===== config.mk =====
export PLATFORM = sky130hd
export DESIGN_NAME = sfrs_top
export DESIGN_NICKNAME = d
export VERILOG_FILES = /design/src/sfrs_pkg.sv /design/src/sfrs_top.sv
export SDC_FILE = /design/constraint.sdc
export NUM_CORES = 1
export LEC_CHECK = 0
export BUFFER_PORTS_ARGS = -buffer_cell sky130_fd_sc_hd__buf_2
export CORE_MARGIN = 2
export CORE_UTILIZATION = 45
export CTS_BUF_LIST = sky130_fd_sc_hd__clkbuf_4 sky130_fd_sc_hd__clkbuf_8 sky130_fd_sc_hd__clkbuf_16
export CTS_CLUSTER_SIZE = 12
export DETAILED_ROUTE_END_ITERATION = 7
export SLEW_MARGIN = 20
export SYNTH_ARGS = -nofsm -noshare
export SYNTH_HDL_FRONTEND = slang
export SYNTH_SLANG_ARGS = --single-unit

===== constraint.sdc =====
create_clock -name mclk -period 3.3 [get_ports mclk]
set_clock_uncertainty 0.05 [all_clocks]
set_input_delay 0.495 -clock mclk [delete_from_list [all_inputs] [get_ports mclk]]
set_output_delay 0.495 -clock mclk [all_outputs]
set_load 0.01 [all_outputs]

===== src/sfrs_pkg.sv =====
// Constants and types for the packet serial channel receive status block
package sfrs_pkg;
    // Register indices; byte address is four times the index
    localparam logic [7:0] IDX_CHAN_MODE = 8'h84;
    localparam logic [7:0] IDX_PWR_CTRL  = 8'h87;
    localparam logic [7:0] IDX_BACKOFF_RANDOM_SOURCE      = 8'he4;
    localparam logic [7:0] IDX_RECEIVE_STATUS     = 8'he8;
    localparam logic [7:0] IDX_RECEIVE_FIFO_PORT     = 8'hf4;
    localparam logic [7:0] IDX_SLOT      = 8'hf5;
    // channel_mode_config fields
    localparam int MD_PROTO = 0;
    localparam int MD_CRC32 = 3;
    // power_and_channel_control fields
    localparam int PC_FLAG_IDLE = 2;
    localparam int PC_EXT_RXCLK = 3;
    localparam int PC_AUX_RX    = 4;
    // receive_status fields
    localparam int ST_HWACK = 0;
    localparam int ST_REN   = 1;
    localparam int ST_NE    = 2;
    localparam int ST_DONE  = 3;
    localparam int ST_CRC_ERROR  = 4;
    localparam int ST_AE    = 5;
    localparam int ST_ABT   = 6;
    localparam int ST_OVR   = 7;
    // station_slot_config fields
    localparam int SL_JAM = 7;
    localparam int SL_DET = 6;
    // Reset values
    localparam logic [7:0] REG_RST   = 8'h00;
    localparam logic [7:0] BACKOFF_RANDOM_SOURCE_SEED = 8'hff;
    localparam logic [31:0] CRC_INIT = 32'hffffffff;
    // CRC polynomials and good-frame residues
    localparam logic [31:0] CRC16_POLY = 32'h00001021;
    localparam logic [31:0] CRC32_POLY = 32'h04c11db7;
    localparam logic [15:0] CRC16_RES  = 16'h1d0f;
    localparam logic [31:0] CRC32_RES  = 32'hc704dd7b;
    localparam logic [5:0]  JAM16_BITS = 6'h10;
    localparam logic [5:0]  JAM32_BITS = 6'h20;
    // Line codes and counts
    localparam logic [7:0] IDLE_FLAG  = 8'h7e;
    localparam logic [1:0] FIFO_DEPTH = 2'h3;
    localparam logic [2:0] ONES_FLAG  = 3'h6;
    localparam logic [2:0] ONES_STUFF = 3'h5;
    localparam logic [2:0] ONES_MAX   = 3'h7;
    localparam logic [2:0] IDLE_HALF  = 3'h4;
    // Timing: internal sample and transmit bit periods
    localparam int CLK_NS  = 20;
    localparam int TICK_NS = 160;
    localparam int TICK_CYC_I = (TICK_NS + CLK_NS - 1) / CLK_NS;
    localparam logic [7:0] TICK_CYC = TICK_CYC_I[7:0];
    typedef enum logic {FR_HUNT, FR_DATA} sfrs_frame_e;
endpackage


===== src/sfrs_top.sv =====
// Receive status, receive FIFO, backoff and line driver of the channel
`timescale 1ns/1ps
module sfrs_top
    import sfrs_pkg::*;
(
    input  wire logic        mclk,
    input  wire logic        rst,
    input  wire logic [11:0] paddr,
    input  wire logic        psel,
    input  wire logic        penable,
    input  wire logic        pwrite,
    input  wire logic [31:0] pwdata,
    output logic      [31:0] prdata,
    output logic             pready,
    output logic             pslverr,
    input  wire logic        rx_data_pin,
    input  wire logic        rx_clk_pin,
    input  wire logic        tx_busy,
    input  wire logic        tx_bit,
    output logic             tx_line,
    output logic             collision,
    output logic      [5:0]  backoff_slot,
    output logic             backoff_join,
    output logic             hw_ack_en
);
    // Byte-wise CRC, used only by the receive check
    function automatic logic [31:0] crc_byte(input logic [31:0] c,
                                             input logic [7:0]  d,
                                             input logic        w32);
        logic [31:0] r;
        logic        fb;
        r = c;
        for (int i = 0; i < 8; i++)
        begin
            fb = (w32 ? r[31] : r[15]) ^ d[i];
            r = {r[30:0], 1'b0};
            if (fb)
                r = r ^ (w32 ? CRC32_POLY : CRC16_POLY);
        end
        if (!w32)
            r[31:16] = 16'h0000;
        return r;
    endfunction

    // FIFO pointer step with wrap at three entries
    function automatic logic [1:0] ptr_next(input logic [1:0] p);
        return (p == FIFO_DEPTH - 2'h1) ? 2'h0 : p + 2'h1;
    endfunction

    logic [7:0]  mode_q, pctl_q, slot_q, backoff_random_source_q;
    logic        hwack_q, ren_q, done_q, crc_error_q, ae_q, abt_q, ovr_q;
    logic        rxd_s1, rxd_s2, rxc_s1, rxc_s2, rxc_s3;
    logic [7:0]  rx_div_q, tx_div_q;
    logic        lvl_q, half_q, phase_q, prev_q;
    logic [2:0]  ones_q, idle_q;
    sfrs_frame_e frm_q;
    logic [7:0]  sh_q;
    logic [2:0]  bcnt_q;
    logic        any_q;
    logic [31:0] crc_q;
    logic [7:0]  mem [0:2];
    logic [1:0]  wp_q, rp_q, cnt_q;
    logic [5:0]  jam_q;
    logic [31:0] jsh_q;
    logic [7:0]  flag_q;
    logic        sdlc, crc32, acc, wr, rd_hit;
    logic        rx_tick, tx_tick, bit_v, bit_d, coll_ev, eof_ev;
    logic        flag_ev, stuff_ev, abt_line, bof_ev, shift_ev, byte_ev;
    logic        pop, push, ovr_ev, end_ev, abt_ev, aligned, crc_ok;
    logic        fin_done, fin_crc_error, fin_ae, keep, rx_stop, ren_set;
    logic [7:0]  rd_val, new_byte;

    assign sdlc  = mode_q[MD_PROTO];
    assign crc32 = mode_q[MD_CRC32];

    // APB completion edge and register decode
    assign acc    = psel & penable & pready;
    assign wr     = acc & pwrite;
    assign rd_hit = (paddr[1:0] == 2'h0) & (paddr[11:10] == 2'h0);
    assign ren_set = wr & rd_hit & (paddr[9:2] == IDX_RECEIVE_STATUS) & pwdata[ST_REN];

    // Read mux; unmapped addresses read zero with an error
    always_comb
    begin
        rd_val = 8'h00;
        case (paddr[9:2])
            IDX_CHAN_MODE: rd_val = mode_q;
            IDX_PWR_CTRL:  rd_val = pctl_q;
            IDX_BACKOFF_RANDOM_SOURCE:      rd_val = backoff_random_source_q;
            IDX_RECEIVE_STATUS:     rd_val = {ovr_q, abt_q, ae_q, crc_error_q, done_q,
                                     cnt_q != 2'h0, ren_q, hwack_q};
            IDX_RECEIVE_FIFO_PORT:     rd_val = (cnt_q != 2'h0) ? mem[rp_q] : 8'h00;
            IDX_SLOT:      rd_val = slot_q;
            default:       rd_val = 8'h00;
        endcase
    end

    // One wait state on every access, then data and error together
    always_ff @(posedge mclk)
    begin
        if (rst)
        begin
            pready  <= 1'b0;
            prdata  <= 32'h00000000;
            pslverr <= 1'b0;
        end
        else
        begin
            pready  <= psel & penable & ~pready;
            prdata  <= {24'h000000, rd_hit ? rd_val : 8'h00};
            pslverr <= psel & penable & ~pready & ~(rd_hit &
                       (paddr[9:2] == IDX_CHAN_MODE ||
                        paddr[9:2] == IDX_PWR_CTRL ||
                        paddr[9:2] == IDX_BACKOFF_RANDOM_SOURCE ||
                        paddr[9:2] == IDX_RECEIVE_STATUS ||
                        paddr[9:2] == IDX_RECEIVE_FIFO_PORT ||
                        paddr[9:2] == IDX_SLOT));
        end
    end

    // Software configuration registers
    always_ff @(posedge mclk)
    begin
        if (rst)
        begin
            mode_q  <= REG_RST;
            pctl_q  <= REG_RST;
            slot_q  <= REG_RST;
            hwack_q <= 1'b0;
        end
        else if (wr & rd_hit)
        begin
            if (paddr[9:2] == IDX_CHAN_MODE)
                mode_q <= pwdata[7:0];
            if (paddr[9:2] == IDX_PWR_CTRL)
                pctl_q <= pwdata[7:0];
            if (paddr[9:2] == IDX_SLOT)
                slot_q <= pwdata[7:0];
            if (paddr[9:2] == IDX_RECEIVE_STATUS)
                hwack_q <= pwdata[ST_HWACK];
        end
    end

    // Free-running LFSR; read at any time for random backoff
    always_ff @(posedge mclk)
    begin
        if (rst)
            backoff_random_source_q <= BACKOFF_RANDOM_SOURCE_SEED;
        else
            backoff_random_source_q <= {backoff_random_source_q[6:0],
                       backoff_random_source_q[7] ^ backoff_random_source_q[5] ^ backoff_random_source_q[4] ^ backoff_random_source_q[3]};
    end

    // Pin synchronisers; only stage two and three are read
    always_ff @(posedge mclk)
    begin
        if (rst)
        begin
            {rxd_s2, rxd_s1} <= 2'b11;
            {rxc_s3, rxc_s2, rxc_s1} <= 3'b000;
        end
        else
        begin
            {rxd_s2, rxd_s1} <= {rxd_s1, rx_data_pin};
            {rxc_s3, rxc_s2, rxc_s1} <= {rxc_s2, rxc_s1, rx_clk_pin};
        end
    end

    // Internal sample and bit dividers
    always_ff @(posedge mclk)
    begin
        if (rst)
        begin
            rx_div_q <= 8'h00;
            tx_div_q <= 8'h00;
        end
        else
        begin
            rx_div_q <= (rx_div_q == TICK_CYC - 8'h01) ? 8'h00 : rx_div_q + 8'h01;
            tx_div_q <= (tx_div_q == TICK_CYC - 8'h01) ? 8'h00 : tx_div_q + 8'h01;
        end
    end
    // Receiver alone may follow the external clock edge
    assign rx_tick = pctl_q[PC_EXT_RXCLK] ? (rxc_s2 & ~rxc_s3)
                                          : (rx_div_q == TICK_CYC - 8'h01);
    assign tx_tick = (tx_div_q == TICK_CYC - 8'h01);

    // Line decode: NRZI bits or Manchester half-bit pairs
    always_comb
    begin
        bit_v   = 1'b0;
        bit_d   = 1'b0;
        coll_ev = 1'b0;
        eof_ev  = 1'b0;
        if (rx_tick)
        begin
            if (sdlc)
            begin
                bit_v = 1'b1;
                bit_d = (rxd_s2 == lvl_q);
            end
            else if (phase_q)
            begin
                bit_v = (half_q != rxd_s2);
                bit_d = rxd_s2;
                // Low-low pair is a violation: seen regardless of enable
                coll_ev = ~half_q & ~rxd_s2;
            end
            eof_ev = ~sdlc & rxd_s2 & (idle_q == IDLE_HALF - 3'h1);
        end
    end

    // Decoder state: level, phase, ones run, idle run
    always_ff @(posedge mclk)
    begin
        if (rst)
        begin
            lvl_q   <= 1'b1;
            half_q  <= 1'b1;
            phase_q <= 1'b0;
            prev_q  <= 1'b0;
            ones_q  <= 3'h0;
            idle_q  <= 3'h0;
        end
        else
        begin
            if (rx_tick)
            begin
                lvl_q  <= rxd_s2;
                half_q <= rxd_s2;
                // Hunting with no mid-bit change means phase is wrong
                phase_q <= ~phase_q | (frm_q == FR_HUNT & phase_q &
                                       half_q == rxd_s2);
                idle_q <= (rxd_s2 & idle_q != IDLE_HALF) ? idle_q + 3'h1
                        : (rxd_s2 ? idle_q : 3'h0);
            end
            if (bit_v)
            begin
                prev_q <= bit_d;
                ones_q <= ~bit_d ? 3'h0
                        : (ones_q == ONES_MAX ? ONES_MAX : ones_q + 3'h1);
            end
        end
    end

    // Frame events
    assign flag_ev  = sdlc & bit_v & ~bit_d & (ones_q == ONES_FLAG);
    assign stuff_ev = sdlc & bit_v & ~bit_d & (ones_q == ONES_STUFF);
    assign abt_line = sdlc & bit_v & bit_d & (ones_q == ONES_FLAG);
    assign bof_ev   = ~sdlc & bit_v & bit_d & prev_q;
    assign shift_ev = (frm_q == FR_DATA) & bit_v & ~stuff_ev & ~flag_ev;
    assign byte_ev  = shift_ev & (bcnt_q == 3'h7);
    assign new_byte = {bit_d, sh_q[7:1]};
    assign pop  = acc & ~pwrite & rd_hit & (paddr[9:2] == IDX_RECEIVE_FIFO_PORT)
                & (cnt_q != 2'h0);
    assign push   = byte_ev & ((cnt_q != FIFO_DEPTH) | pop);
    assign ovr_ev = byte_ev & (cnt_q == FIFO_DEPTH) & ~pop;
    assign end_ev = (frm_q == FR_DATA) & any_q & (sdlc ? flag_ev : eof_ev);
    assign abt_ev = (frm_q == FR_DATA) & any_q & (sdlc ? abt_line : coll_ev);
    // Flag leaves seven of its bits in the shifter when byte-aligned
    assign aligned = sdlc ? (bcnt_q == 3'h7) : (bcnt_q == 3'h0);
    assign crc_ok  = crc32 ? (crc_q == CRC32_RES)
                           : (crc_q[15:0] == CRC16_RES);
    // Good CRC in CSMA/CD forgives dribble bits
    assign fin_ae   = end_ev & ~aligned & (sdlc | ~crc_ok);
    assign fin_crc_error = end_ev & ~crc_ok & (aligned | sdlc);
    assign fin_done = end_ev & crc_ok & (aligned | ~sdlc) & ~ovr_q;
    assign keep = sdlc & pctl_q[PC_AUX_RX] & fin_done;
    assign rx_stop = (end_ev & ~keep) | abt_ev | ovr_ev;

    // Frame assembly; bytes enter the CRC as they complete
    always_ff @(posedge mclk)
    begin
        if (rst | ren_set)
        begin
            frm_q  <= FR_HUNT;
            sh_q   <= 8'h00;
            bcnt_q <= 3'h0;
            any_q  <= 1'b0;
            crc_q  <= CRC_INIT;
        end
        else
        begin
            case (frm_q)
                FR_HUNT:
                begin
                    if (ren_q & (sdlc ? flag_ev : bof_ev))
                    begin
                        frm_q  <= FR_DATA;
                        bcnt_q <= 3'h0;
                        any_q  <= 1'b0;
                        crc_q  <= CRC_INIT;
                    end
                end
                FR_DATA:
                begin
                    if (~ren_q | abt_ev | ovr_ev | abt_line)
                        frm_q <= FR_HUNT;
                    else if (flag_ev)
                    begin
                        // Closing flag may open the next frame
                        bcnt_q <= 3'h0;
                        any_q  <= 1'b0;
                        crc_q  <= CRC_INIT;
                        if (end_ev & ~keep)
                            frm_q <= FR_HUNT;
                    end
                    else if (eof_ev)
                        frm_q <= FR_HUNT;
                    else if (shift_ev)
                    begin
                        sh_q   <= new_byte;
                        bcnt_q <= bcnt_q + 3'h1;
                        if (byte_ev)
                        begin
                            any_q <= 1'b1;
                            crc_q <= crc_byte(crc_q, new_byte, crc32);
                        end
                    end
                end
                default: frm_q <= FR_HUNT;
            endcase
        end
    end

    // Receive FIFO; enable set flushes it
    always_ff @(posedge mclk)
    begin
        if (rst | ren_set)
        begin
            wp_q  <= 2'h0;
            rp_q  <= 2'h0;
            cnt_q <= 2'h0;
        end
        else
        begin
            if (push)
                wp_q <= ptr_next(wp_q);
            if (pop)
                rp_q <= ptr_next(rp_q);
            // Count settles the edge after a read
            cnt_q <= cnt_q + {1'b0, push} - {1'b0, pop};
        end
    end

    always_ff @(posedge mclk)
    begin
        if (push)
            mem[wp_q] <= new_byte;
    end

    // Receive status flags; hardware set wins over any clear
    always_ff @(posedge mclk)
    begin
        if (rst)
        begin
            ren_q  <= 1'b0;
            done_q <= 1'b0;
            crc_error_q <= 1'b0;
            ae_q   <= 1'b0;
            abt_q  <= 1'b0;
            ovr_q  <= 1'b0;
        end
        else
        begin
            if (ren_set)
                ren_q <= 1'b1;
            else if (rx_stop)
                ren_q <= 1'b0;
            else if (wr & rd_hit & paddr[9:2] == IDX_RECEIVE_STATUS)
                ren_q <= 1'b0;
            done_q <= (done_q & ~ren_set) | fin_done;
            crc_error_q <= (crc_error_q & ~ren_set) | fin_crc_error;
            ae_q   <= (ae_q & ~ren_set) | fin_ae;
            abt_q  <= (abt_q & ~ren_set) | abt_ev;
            ovr_q  <= (ovr_q & ~(wr & rd_hit & paddr[9:2] == IDX_RECEIVE_STATUS
                                 & ~pwdata[ST_OVR])) | ovr_ev;
        end
    end

    // Line driver: jam, data (NRZI when sdlc, plain in CSMA/CD) or idle flags, on the internal clock
    always_ff @(posedge mclk)
    begin
        if (rst)
        begin
            tx_line <= 1'b1;
            jam_q   <= 6'h00;
            jsh_q   <= 32'h00000000;
            flag_q  <= IDLE_FLAG;
        end
        else if (coll_ev & tx_busy & ~sdlc & jam_q == 6'h00)
        begin
            jam_q <= crc32 ? JAM32_BITS : JAM16_BITS;
            jsh_q <= ~crc_q;
        end
        else if (tx_tick)
        begin
            if (jam_q != 6'h00)
            begin
                tx_line <= slot_q[SL_JAM] ? 1'b0 : jsh_q[0];
                jsh_q   <= {1'b0, jsh_q[31:1]};
                jam_q   <= jam_q - 6'h01;
            end
            else if (sdlc)
            begin
                if (~tx_busy & pctl_q[PC_FLAG_IDLE])
                begin
                    flag_q  <= {flag_q[0], flag_q[7:1]};
                    tx_line <= flag_q[0] ? tx_line : ~tx_line;
                end
                else if (tx_busy & ~tx_bit)
                    tx_line <= ~tx_line;
            end
            else
                tx_line <= tx_busy ? tx_bit : 1'b1;
        end
    end

    // Backoff slot choice and other block outputs
    always_ff @(posedge mclk)
    begin
        if (rst)
        begin
            backoff_slot <= 6'h00;
            backoff_join <= 1'b0;
            collision    <= 1'b0;
            hw_ack_en    <= 1'b0;
        end
        else
        begin
            backoff_slot <= slot_q[SL_DET] ? slot_q[5:0] : backoff_random_source_q[5:0];
            backoff_join <= ~(slot_q[SL_DET] & slot_q[5:0] == 6'h00);
            collision    <= coll_ev;
            hw_ack_en    <= hwack_q;
        end
    end
endmodule


==> metrics.md, run 1 <==
| Metric | Value |
|---|---|
| Status | finished, final reports clean |
| Vias/cell | 5.388 |
| DRT Pass-1 Iters | 5 |
| WP buf/inv | 1 |
| Ant diodes | 0 |
| RePlAce Congestion | 0.9287 |
| Area leader, netlist | dfxtp_1 |
| Final wirelength | 24610 um |
| Worst path cell trace | inv_1, ha_1, nand4_1, o21a_1, a221oi_4, or2_1, a41o_1, o21ai_0 |
| Synth Flop Type | dfxtp_1 |
| Crit-path max FO | 11 |
| Worst slew pin tran | 0.7943 ns |
| CTS Buf Count | 24 |
| Vias | 7947 |
| Avg Cell Area, Syn | 9.207 sq um |
| Register area | 4464 sq um |
| GRT busiest layer | met2 |
| Max clock buf depth | 3 |
| Post-route DRC | 0 |
| Crit path DAT | 3.39 ns |
| Mapped Area | 10360 sq um |
| Vias in the first global route | 7440 |
| Post-CTS Setup Repair Bufs | 0 |
| Count leader, synth | dfxtp_1 |
| Routed len/inst | 16.68 um |
| Core ar. | 22640 sq um |
| Final setup fails | 0 |
| Fmax | 327.9 MHz |
| Initial core utilization | 0.4575 |
| Share of the yosys chip area belonging to registers | 0.4310 |
| Mapped Cells | 1125 |
| Largest net degree at the start of global routing | 70 |
| Crit. End Element | flip-flop |
| H-tree level count | 1 |
| Vert. Die Dim | 155.7 um |
| Global-route wire length before repair | 40740 um |
| # fillers | 2137 |
| GR Util met2 | 0.3123 |
| Max Slew Vio Count | 0 |
| Post-synth ARST share | 0 |
| Tmin final | 3.050 ns |
| Final Cycle Share | 0.9241 |
| Post_cts resized | 0 |
| Hold Buf Count CTS | 0 |
| Clk Latency, worst-skew pair | 0.52 ns |
| Die area | 24250 sq um |
| Unrepaired setup endpoints after global routing | no |
| Final Hold Viols | 0 |
| Grt met1 use | 0.3096 |
| Critical-path top delay cell | a221oi_4 |
| Clock sink total | 211 |
| Number of I/O pins | 97 |
| P per Cell Area | 464.8 nW/um^2 |
| Synthesized flop and latch total | 211 |
| Crit Path Class | reg -> reg |
| Share of layout cells above drive strength 1 | 0.1437 |
| Row cnt | 55 |
| CTS tree | yes |
| Post-DP HPWL | 17260 um |
| Hold WC Path Type | in -> reg |
| Setup TNS | 0 ns |
| Initial antenna violation count | 0 |
| Final #Nets | 1241 |
| Distinct cells, synth | 82 |
| Port buffer count | 48 |
| Final Cell Area | 11720 sq um |
| Yosys warns | 0 |
| Area growth syn-to-layout | 13.12% |
| Max IR drop VDD | 377.4 uV |
| Number of synthesized flops with an enable pin | 24 |
| Die Wd | 155.7 um |
| Synth area leaders | dfxtp_1 (36%), edfxtp_1 (7.0%), mux2i_1 (6.4%), nor2_1 (6.2%), xnor2_1 (4.6%) |
| Pleak | 4.517 nW |
| Relative slew slack | 0.4691 |
| Area of the multi-input gates | 5468 sq um |
| Clock-pin slew on the worst setup and hold paths | 0.06 ns |
| Crit-path leading delay family | compound AO/OA/AOI/OAI gates |
| GRT Resource Usage Total | 0.2077 |
| GR Util met3 | 0.02639 |
| Antenna-violating nets left | 0 |
| Slowest stage delay, CP | 0.52 ns |
| Root Driver | clkbuf_16 |
| Post-synth top area share | 0.3614 |
| First DRT Iteration DRCs | 512 |
| Cell area after placement | 10900 sq um |
| Gr ovfl total | 0 |
| WP data required | 3.64 ns |
| Final Total Pwr | 5.446 mW |
| CP Launch Type | flip-flop |
| Post-synth top cells | dfxtp_1 (187), nor2_1 (171), a21oi_1 (89) |
| Max Cap Viol | 0 |
[power breakdown]
| group | switching [mW] | internal [mW] |
|---|---|---|
| logic | 0.0879 | 0.0414 |
| clock network | 1.06 | 1.64 |
| registers | 0.0123 | 2.61 |
| total | 1.16 | 4.29 |
[logic make-up (layout without fill, tap and decap cells)]
group           count (synthesis)  in the layout  synth area share
fa+ha+maj                      15             15           0.01812
compound gates                229            229            0.1351
flops                         211            211            0.4310
buf+inv                       107            149           0.05158
mux                            69             69           0.06813
simple gates                  389            389            0.1812
other cells                     1             24         0.0003621
xor+xnor                      104            104            0.1145
[routing by layer]
layer	routed length (um)	share of wire
met3	1147	0.047
met5	0	0
met1	12240	0.50
met4	732	0.030
met2	10490	0.43
[stage by stage]
step                hold WS, ns  cells  setup WS (ns)  utilization
CTS                      0.1241   1475         0.2243       0.5169
floorplan                0.3395   1148         0.4870            -
global placement         0.3541   1432         0.2591       0.4815
global route             0.1236   1475        0.03351       0.5175
finish                   0.1430   1475         0.2505       0.5175
detailed placement       0.3566   1432         0.2379       0.4815
[placed cells by master, fill, tap and decap left out, types with 9 or more instances in the layout]
cell type	synthesis	layout
a21oi_1	89	89
xor2_1	30	30
nand2b_1	9	9
and3_1	14	14
nor4_1	9	9
o21ai_1	11	11
mux2i_1	66	66
buf_2	9	47
o21ai_0	54	54
or2_2	12	12
edfxtp_1	24	24
nand3_1	18	18
xnor3_1	14	14
buf_4	26	36
clkbuf_16	0	25
conb_1	1	24
xnor2_1	54	54
ha_1	15	15
nor2_1	171	169
nand2_1	79	79
nor3_1	17	17
inv_1	20	20
dfxtp_1	187	187
a22oi_1	13	13
a211oi_1	14	14
[layout make-up]
type,instances,share of cell area
multi-input combinational,830,0.4667
inverter,21,0.006728
sequential,211,0.3810
clock buffer,33,0.06012
tap,285,0.03044
timing repair buffer,85,0.04656
clock inverter,10,0.008437
[worst paths after layout]
check / start / endpoint / slack (ns) / cells past startpoint
worst max-delay path: rxd_s2 / crc_q[7] / 0.25 / 8
worst min-delay path: rx_data_pin / rxd_s1 / 0.14 / 2
worst max register to register: rxd_s2 / crc_q[7] / 0.25 / 8
worst min register to register: rxd_s1 / rxd_s2 / 0.37 / 1
[state kept, by name, summed over array words and instances, names as in the netlist, 7 cells and up, named ones only]
signal,flops
slot_q,8
pctl_q,8
tx_div_q,8
mode_q,8
sh_q,7
mem,24
backoff_random_source_q,8
flag_q,8
prdata,8
crc_q,32
jsh_q,32
rx_div_q,8
No activity file was read; power rests on OpenSTA's default activity.
==> run 2: changes to the inputs <==
RECOVER_POWER = 100   (was not set)
clock period = 3.2 ns   (was 3.3 ns; I/O delays follow)
==> metrics.md, run 2 (synthesized netlist as in run 1, its figures left out) <==
| Metric | Value |
|---|---|
| Max IR drop VDD | 326.4 uV |
| Initial antenna violation count | 0 |
| Clock power frac | 0.514 |
| Final Cycle Share | 0.9602 |
| Sw Share | 0.2038 |
| Fin util | 0.5207 |
| Worst path cell trace | clkbuf_2, mux2i_1, xor2_1, xnor3_1, xor2_1, a211oi_1, nor3_1 |
| Most common cell on crit path | xor2_1 |
| Vias | 8073 |
| GRT Resource Usage Total | 0.2110 |
| Crit Path Class | reg -> reg |
| CTS tree | yes |
| Global-route wire length before repair | 41170 um |
| Clock sink total | 211 |
| Vias/cell | 5.436 |
| Routed len/inst | 17.09 um |
| Clock-pin slew on the worst setup and hold paths | 0.06 ns |
| Port buffer count | 48 |
| Crit. End Element | flip-flop |
| Largest net degree at the start of global routing | 76 |
| Final Total Pwr | 5.831 mW |
| Hold WC Path Type | in -> reg |
| Flop pwr share | 0.463 |
| Worst slew pin tran | 1.559 ns |
| First DRT Iteration DRCs | 488 |
| Cell Int Power | 4.642 mW |
| Max Slew Vio Count | 76 |
| Die area | 24250 sq um |
| Setup TNS | 0 ns |
| Final Hold Viols | 0 |
| Unrepaired setup endpoints after global routing | no |
| Status | finished with violations |
| Slowest stage delay, CP | 0.67 ns |
| Net switching power | 1.189 mW |
| Crit-path max FO | 8 |
| Root Driver | clkbuf_16 |
| DRT Pass-1 Iters | 7 |
| Die Wd | 155.7 um |
| Initial core utilization | 0.4575 |
| Post-DP HPWL | 17850 um |
| Vias in the first global route | 7673 |
| Vert. Die Dim | 155.7 um |
| Number of I/O pins | 97 |
| Gr ovfl total | 0 |
| RePlAce Congestion | 0.8875 |
| P per Cell Area | 494.6 nW/um^2 |
| Final wirelength | 25380 um |
| Max Cap Viol | 1 |
| Commonest non-fill, non-tap cell in the layout | dfxtp_1 |
| Relative slew slack | -0.03915 |
| Ant diodes | 0 |
| Max clock buf depth | 3 |
| Failing checks | max-capacitance violations, max-slew violations |
| WP data required | 3.55 ns |
| H-tree level count | 1 |
| Core ar. | 22640 sq um |
| Crit path DAT | 3.43 ns |
| CTS Buf Count | 24 |
| Clk Latency, worst-skew pair | 0.52 ns |
| Post-CTS Setup Repair Bufs | 0 |
| Share of layout cells above drive strength 1 | 0.1275 |
| Antenna-violating nets left | 0 |
| Tmin final | 3.073 ns |
| CP Launch Type | flip-flop |
| Row cnt | 55 |
| Comb power frac | 0.023 |
| Fmax | 325.4 MHz |
| Largest registers | crc_q (32), jsh_q (32), mem (24) |
| Area growth syn-to-layout | 13.82% |
| Final cell count without fillers | 1485 |
| DP Cell Count | 1442 |
| Final #Nets | 1251 |
| Commonest cells after routing, fill and taps aside | dfxtp_1 (187), nor2_1 (169), a21oi_1 (89) |
| Pleak | 4.496 nW |
| Post-route DRC | 0 |
| Critical-path top delay cell | xor2_1 |
| Final setup fails | 0 |
-- run 2: changes by cell type in the layout (fill, tap and decap cells not counted), moves of 3 or more --
cell      previous run  this run
buf_2               47        26
and2_0               1         4
clkinv_2             7         2
clkbuf_2             0         5
and2_1               5         2
clkbuf_1             0        26
-- run 2: routing by layer --
metal,vias to the layer above,track usage,share of wire
li1,4004,-,-
met1,3845,0.3059,0.50
met2,178,0.3264,0.43
met3,46,0.02944,0.044
met4,0,0.06509,0.026
met5,-,0,0
-- run 2: final cells by class --
class / instances / area, sq um
Fill cell: 2151 / 10850
Clock buffer: 36 / 739.5
Timing Repair Buffer: 95 / 563.0
Tap cell: 285 / 356.6
Sequential cell: 211 / 4464
Clock inverter: 7 / 136.4
Inverter: 21 / 78.83
Multi-Input combinational cell: 830 / 5450
-- run 2: through the flow --
step	hold WS, ns	area (sq um)	worst slack, ns
after floorplan	0.3395	10440	0.4020
after global placement	0.3534	10980	0.2335
after detailed placement	0.3493	10980	0.1946
after CTS	0.1206	11850	0.2332
after global routing	0.1349	11790	0.004841
final	0.1359	11790	0.1272
-- run 2: worst paths after layout --
path,end,startpoint,depth (start not counted),slack [ns]
setup reg to reg,crc_q[10],mode_q[3],7,0.13
setup / recovery,crc_q[10],mode_q[3],7,0.13
hold reg to reg,tx_div_q[0],tx_div_q[0],1,0.39
hold / removal,rxc_s1,rx_clk_pin,2,0.14
-- run 2: power by group through the flow --
stage / clock [mW] / sequential [mW] / combinational (mW)
5_1_grt: 3.16 / 2.70 / 0.149
4_1_cts: 3.04 / 2.70 / 0.135
3_5_place_dp: 0 / 2.76 / 0.134
3_3_place_gp: 0 / 2.76 / 0.133
2_1_floorplan: 0 / 2.76 / 0.0989
6_report: 3.00 / 2.70 / 0.132
-- run 2: timing repair --
item                                    CTS  global route
endpoints found under the setup margin    0             1
gates resized for setup                   0             2
hold buffers                              0             0
-- run 2: worst max-delay path, delay by kind of cell, from the launching register on --
kind	cells	cell delay, ns
AO/OA/AOI/OAI	1	0.27
buffers and inverters	1	0.28
flip-flops	1	0.66
multiplexers	1	0.23
AND/OR/NAND/NOR	1	0.08
XOR/XNOR	3	1.41
==> run 3: changes to the inputs <==
ABC_AREA = 1   (was not set)
==> metrics.md, run 3 <==
| Metric | Value |
|---|---|
| Comb power frac | 0.024 |
| Die area | 25300 sq um |
| Hold_ws | 0.09665 ns |
| R2r startpoint | mode_q[3] |
| Final #Nets | 1550 |
| Avg Cell Area, Syn | 7.498 sq um |
| Commonest cells after routing, fill and taps aside | nand2_1 (311), dfxtp_1 (187), nor2_1 (153) |
| Number of I/O pins | 97 |
| CTS Buf Count | 23 |
| P per Cell Area | 453.6 nW/um^2 |
| Crit Path Class | reg -> reg |
| Final setup fails | 0 |
| Area growth syn-to-layout | 10.29% |
| Post-synth top area share | 0.3460 |
| WP data required | 3.60 ns |
| Fin util | 0.5069 |
| Clk Latency, worst-skew pair | 0.52 ns |
| Post-synth ARST share | 0 |
| # fillers | 2361 |
| Post_cts resized | 0 |
| Worst setup startpoint | mode_q[3] |
| Hold WC Path Type | in -> reg |
| Unrepaired setup endpoints after global routing | no |
| Largest registers | crc_q (32), jsh_q (32), mem (24) |
| Failing checks | max-capacitance violations, max-slew violations |
| Vias in the first global route | 8855 |
| Antenna-violating nets left | 0 |
| Synth area leaders | dfxtp_1 (35%), nand2_1 (11%), edfxtp_1 (6.7%), nor2_1 (5.3%), inv_1 (5.0%) |
| Mapped Area | 10820 sq um |
| Row cnt | 56 |
| Sw Share | 0.2124 |
| Met2 WL | 12990 um |
| Ant diodes | 0 |
| Status | finished with violations |
| Port buffer count | 48 |
| Core ar. | 23540 sq um |
| RePlAce Congestion | 0.9221 |
| Post-DP HPWL | 20310 um |
| Count leader, synth | nand2_1 |
| Share of the yosys chip area belonging to registers | 0.4126 |
| Max clock buf depth | 3 |
| Initial antenna violation count | 0 |
| Synthesized flop and latch total | 211 |
| Crit path DAT | 3.31 ns |
| Commonest non-fill, non-tap cell in the layout | nand2_1 |
| Crit-path max FO | 19 |
| Post-route DRC | 0 |
| First DRT Iteration DRCs | 819 |
| Initial core utilization | 0.4596 |
| Mapped Cells | 1443 |
| Metal-1 WL | 12760 um |
| Setup TNS | 0 ns |
| Relative slew slack | -0.2617 |
| Hold Buf Count CTS | 0 |
| Tmin final | 2.907 ns |
| Final wirelength | 28180 um |
| Crit. End Element | flip-flop |
| Post-CTS Setup Repair Bufs | 0 |
| Clock-pin slew on the worst setup and hold paths | 0.06 ns |
| Clock sink total | 211 |
| Pleak | 5.245 nW |
| Max IR drop VDD | 337.0 uV |
| CTS tree | yes |
| Global-route wire length before repair | 46040 um |
| Flop pwr share | 0.499 |
| H-tree level count | 1 |
| Final Cycle Share | 0.9083 |
| Root Driver | clkbuf_16 |
| Area leader, netlist | dfxtp_1 |
| Post-synth top cells | nand2_1 (309), dfxtp_1 (187), nor2_1 (154) |
| Vias | 9532 |
| Yosys warns | 0 |
| Gr ovfl total | 0 |
| Distinct cells, synth | 55 |
| Vias/cell | 5.246 |
| Routed len/inst | 15.51 um |
| Share of layout cells above drive strength 1 | 0.1215 |
| Top layer in use | met4 |
| WL met3 | 1487 um |
| Synth Flop Type | dfxtp_1 |
| Max Cap Viol | 3 |
| GRT Resource Usage Total | 0.2200 |
| Final Hold Viols | 0 |
| Die Wd | 159.1 um |
| Min-Delay Startpoint | rx_data_pin |
| CP Launch Type | flip-flop |
| Worst slew pin tran | 1.893 ns |
| Max Slew Vio Count | 66 |
| Net switching power | 1.149 mW |
| Vert. Die Dim | 159.1 um |
| DRT Pass-1 Iters | 5 |
| Clock power frac | 0.477 |
| Cell Int Power | 4.263 mW |
| Number of synthesized flops with an enable pin | 24 |
| Largest net degree at the start of global routing | 70 |
| Fmax | 344.0 MHz |
==> run 3: final timing paths <==
| kind | slack, ns | cells after the start | end |
|---|---|---|---|
| setup / recovery | 0.29 | 13 | frm_q |
| hold / removal | 0.1 | 2 | rxd_s1 |
| setup reg to reg | 0.29 | 13 | frm_q |
| hold reg to reg | 0.35 | 2 | rxc_s2 |
==> run 3: routing by layer <==
metal	global-route usage	vias up
li1	-	4831
met5	0	-
met1	0.2949	4385
met3	0.03100	63
met2	0.3652	253
met4	0.07438	0
==> run 3: through the flow <==
step,cell area (sq um),worst slack [ns],cells,power (mW)
6_report,11930,0.2934,1817,5.412
3_3_place_gp,11260,0.3212,1776,2.889
2_1_floorplan,10910,0.5810,1466,2.862
3_5_place_dp,11260,0.2896,1776,2.890
5_1_grt,11930,0.01603,1817,5.609
4_1_cts,11990,0.2795,1817,5.482
==> run 3: layout make-up <==
class	instances	area [sq um]	share of cell area
multi-input combinational	1020	5388	0.4515
sequential	211	4464	0.3741
clock buffer	34	676.9	0.05673
inverter	156	588.1	0.04928
tap	319	399.1	0.03345
timing repair buffer	70	357.8	0.02999
clock inverter	7	58.81	0.004928
==> run 3: cells by family after synthesis <==
group                    after synthesis  share of synthesized area
multiplexers                           1                   0.001041
XOR/XNOR                              28                    0.02267
AO/OA/AOI/OAI                        238                     0.1380
AND/OR/NAND/NOR                      714                     0.3113
buffers and inverters                235                    0.09668
adder cells (fa/ha/maj)               15                    0.01735
other                                  1                  0.0003466
flip-flops                           211                     0.4126
==> run 3: critical path, stage by stage, from the launching register on <==
cell	delay, ns
dfxtp_1	0.42
clkbuf_2	0.45
nand2_1	0.32
nor4_1	0.33
nand4_1	0.13
nand2_1	0.11
nand2_1	0.14
nor2_1	0.16
nand2_1	0.09
o21ai_0	0.31
nand2_1	0.08
nand3_1	0.08
nand2_1	0.05
nor2_1	0.11
==> run 3: power groups by stage <==
stage	logic, mW	clock network [mW]	registers (mW)
2_1_floorplan	0.104	0	2.76
3_3_place_gp	0.133	0	2.76
3_5_place_dp	0.134	0	2.76
4_1_cts	0.134	2.65	2.70
5_1_grt	0.148	2.76	2.70
6_report	0.130	2.58	2.70
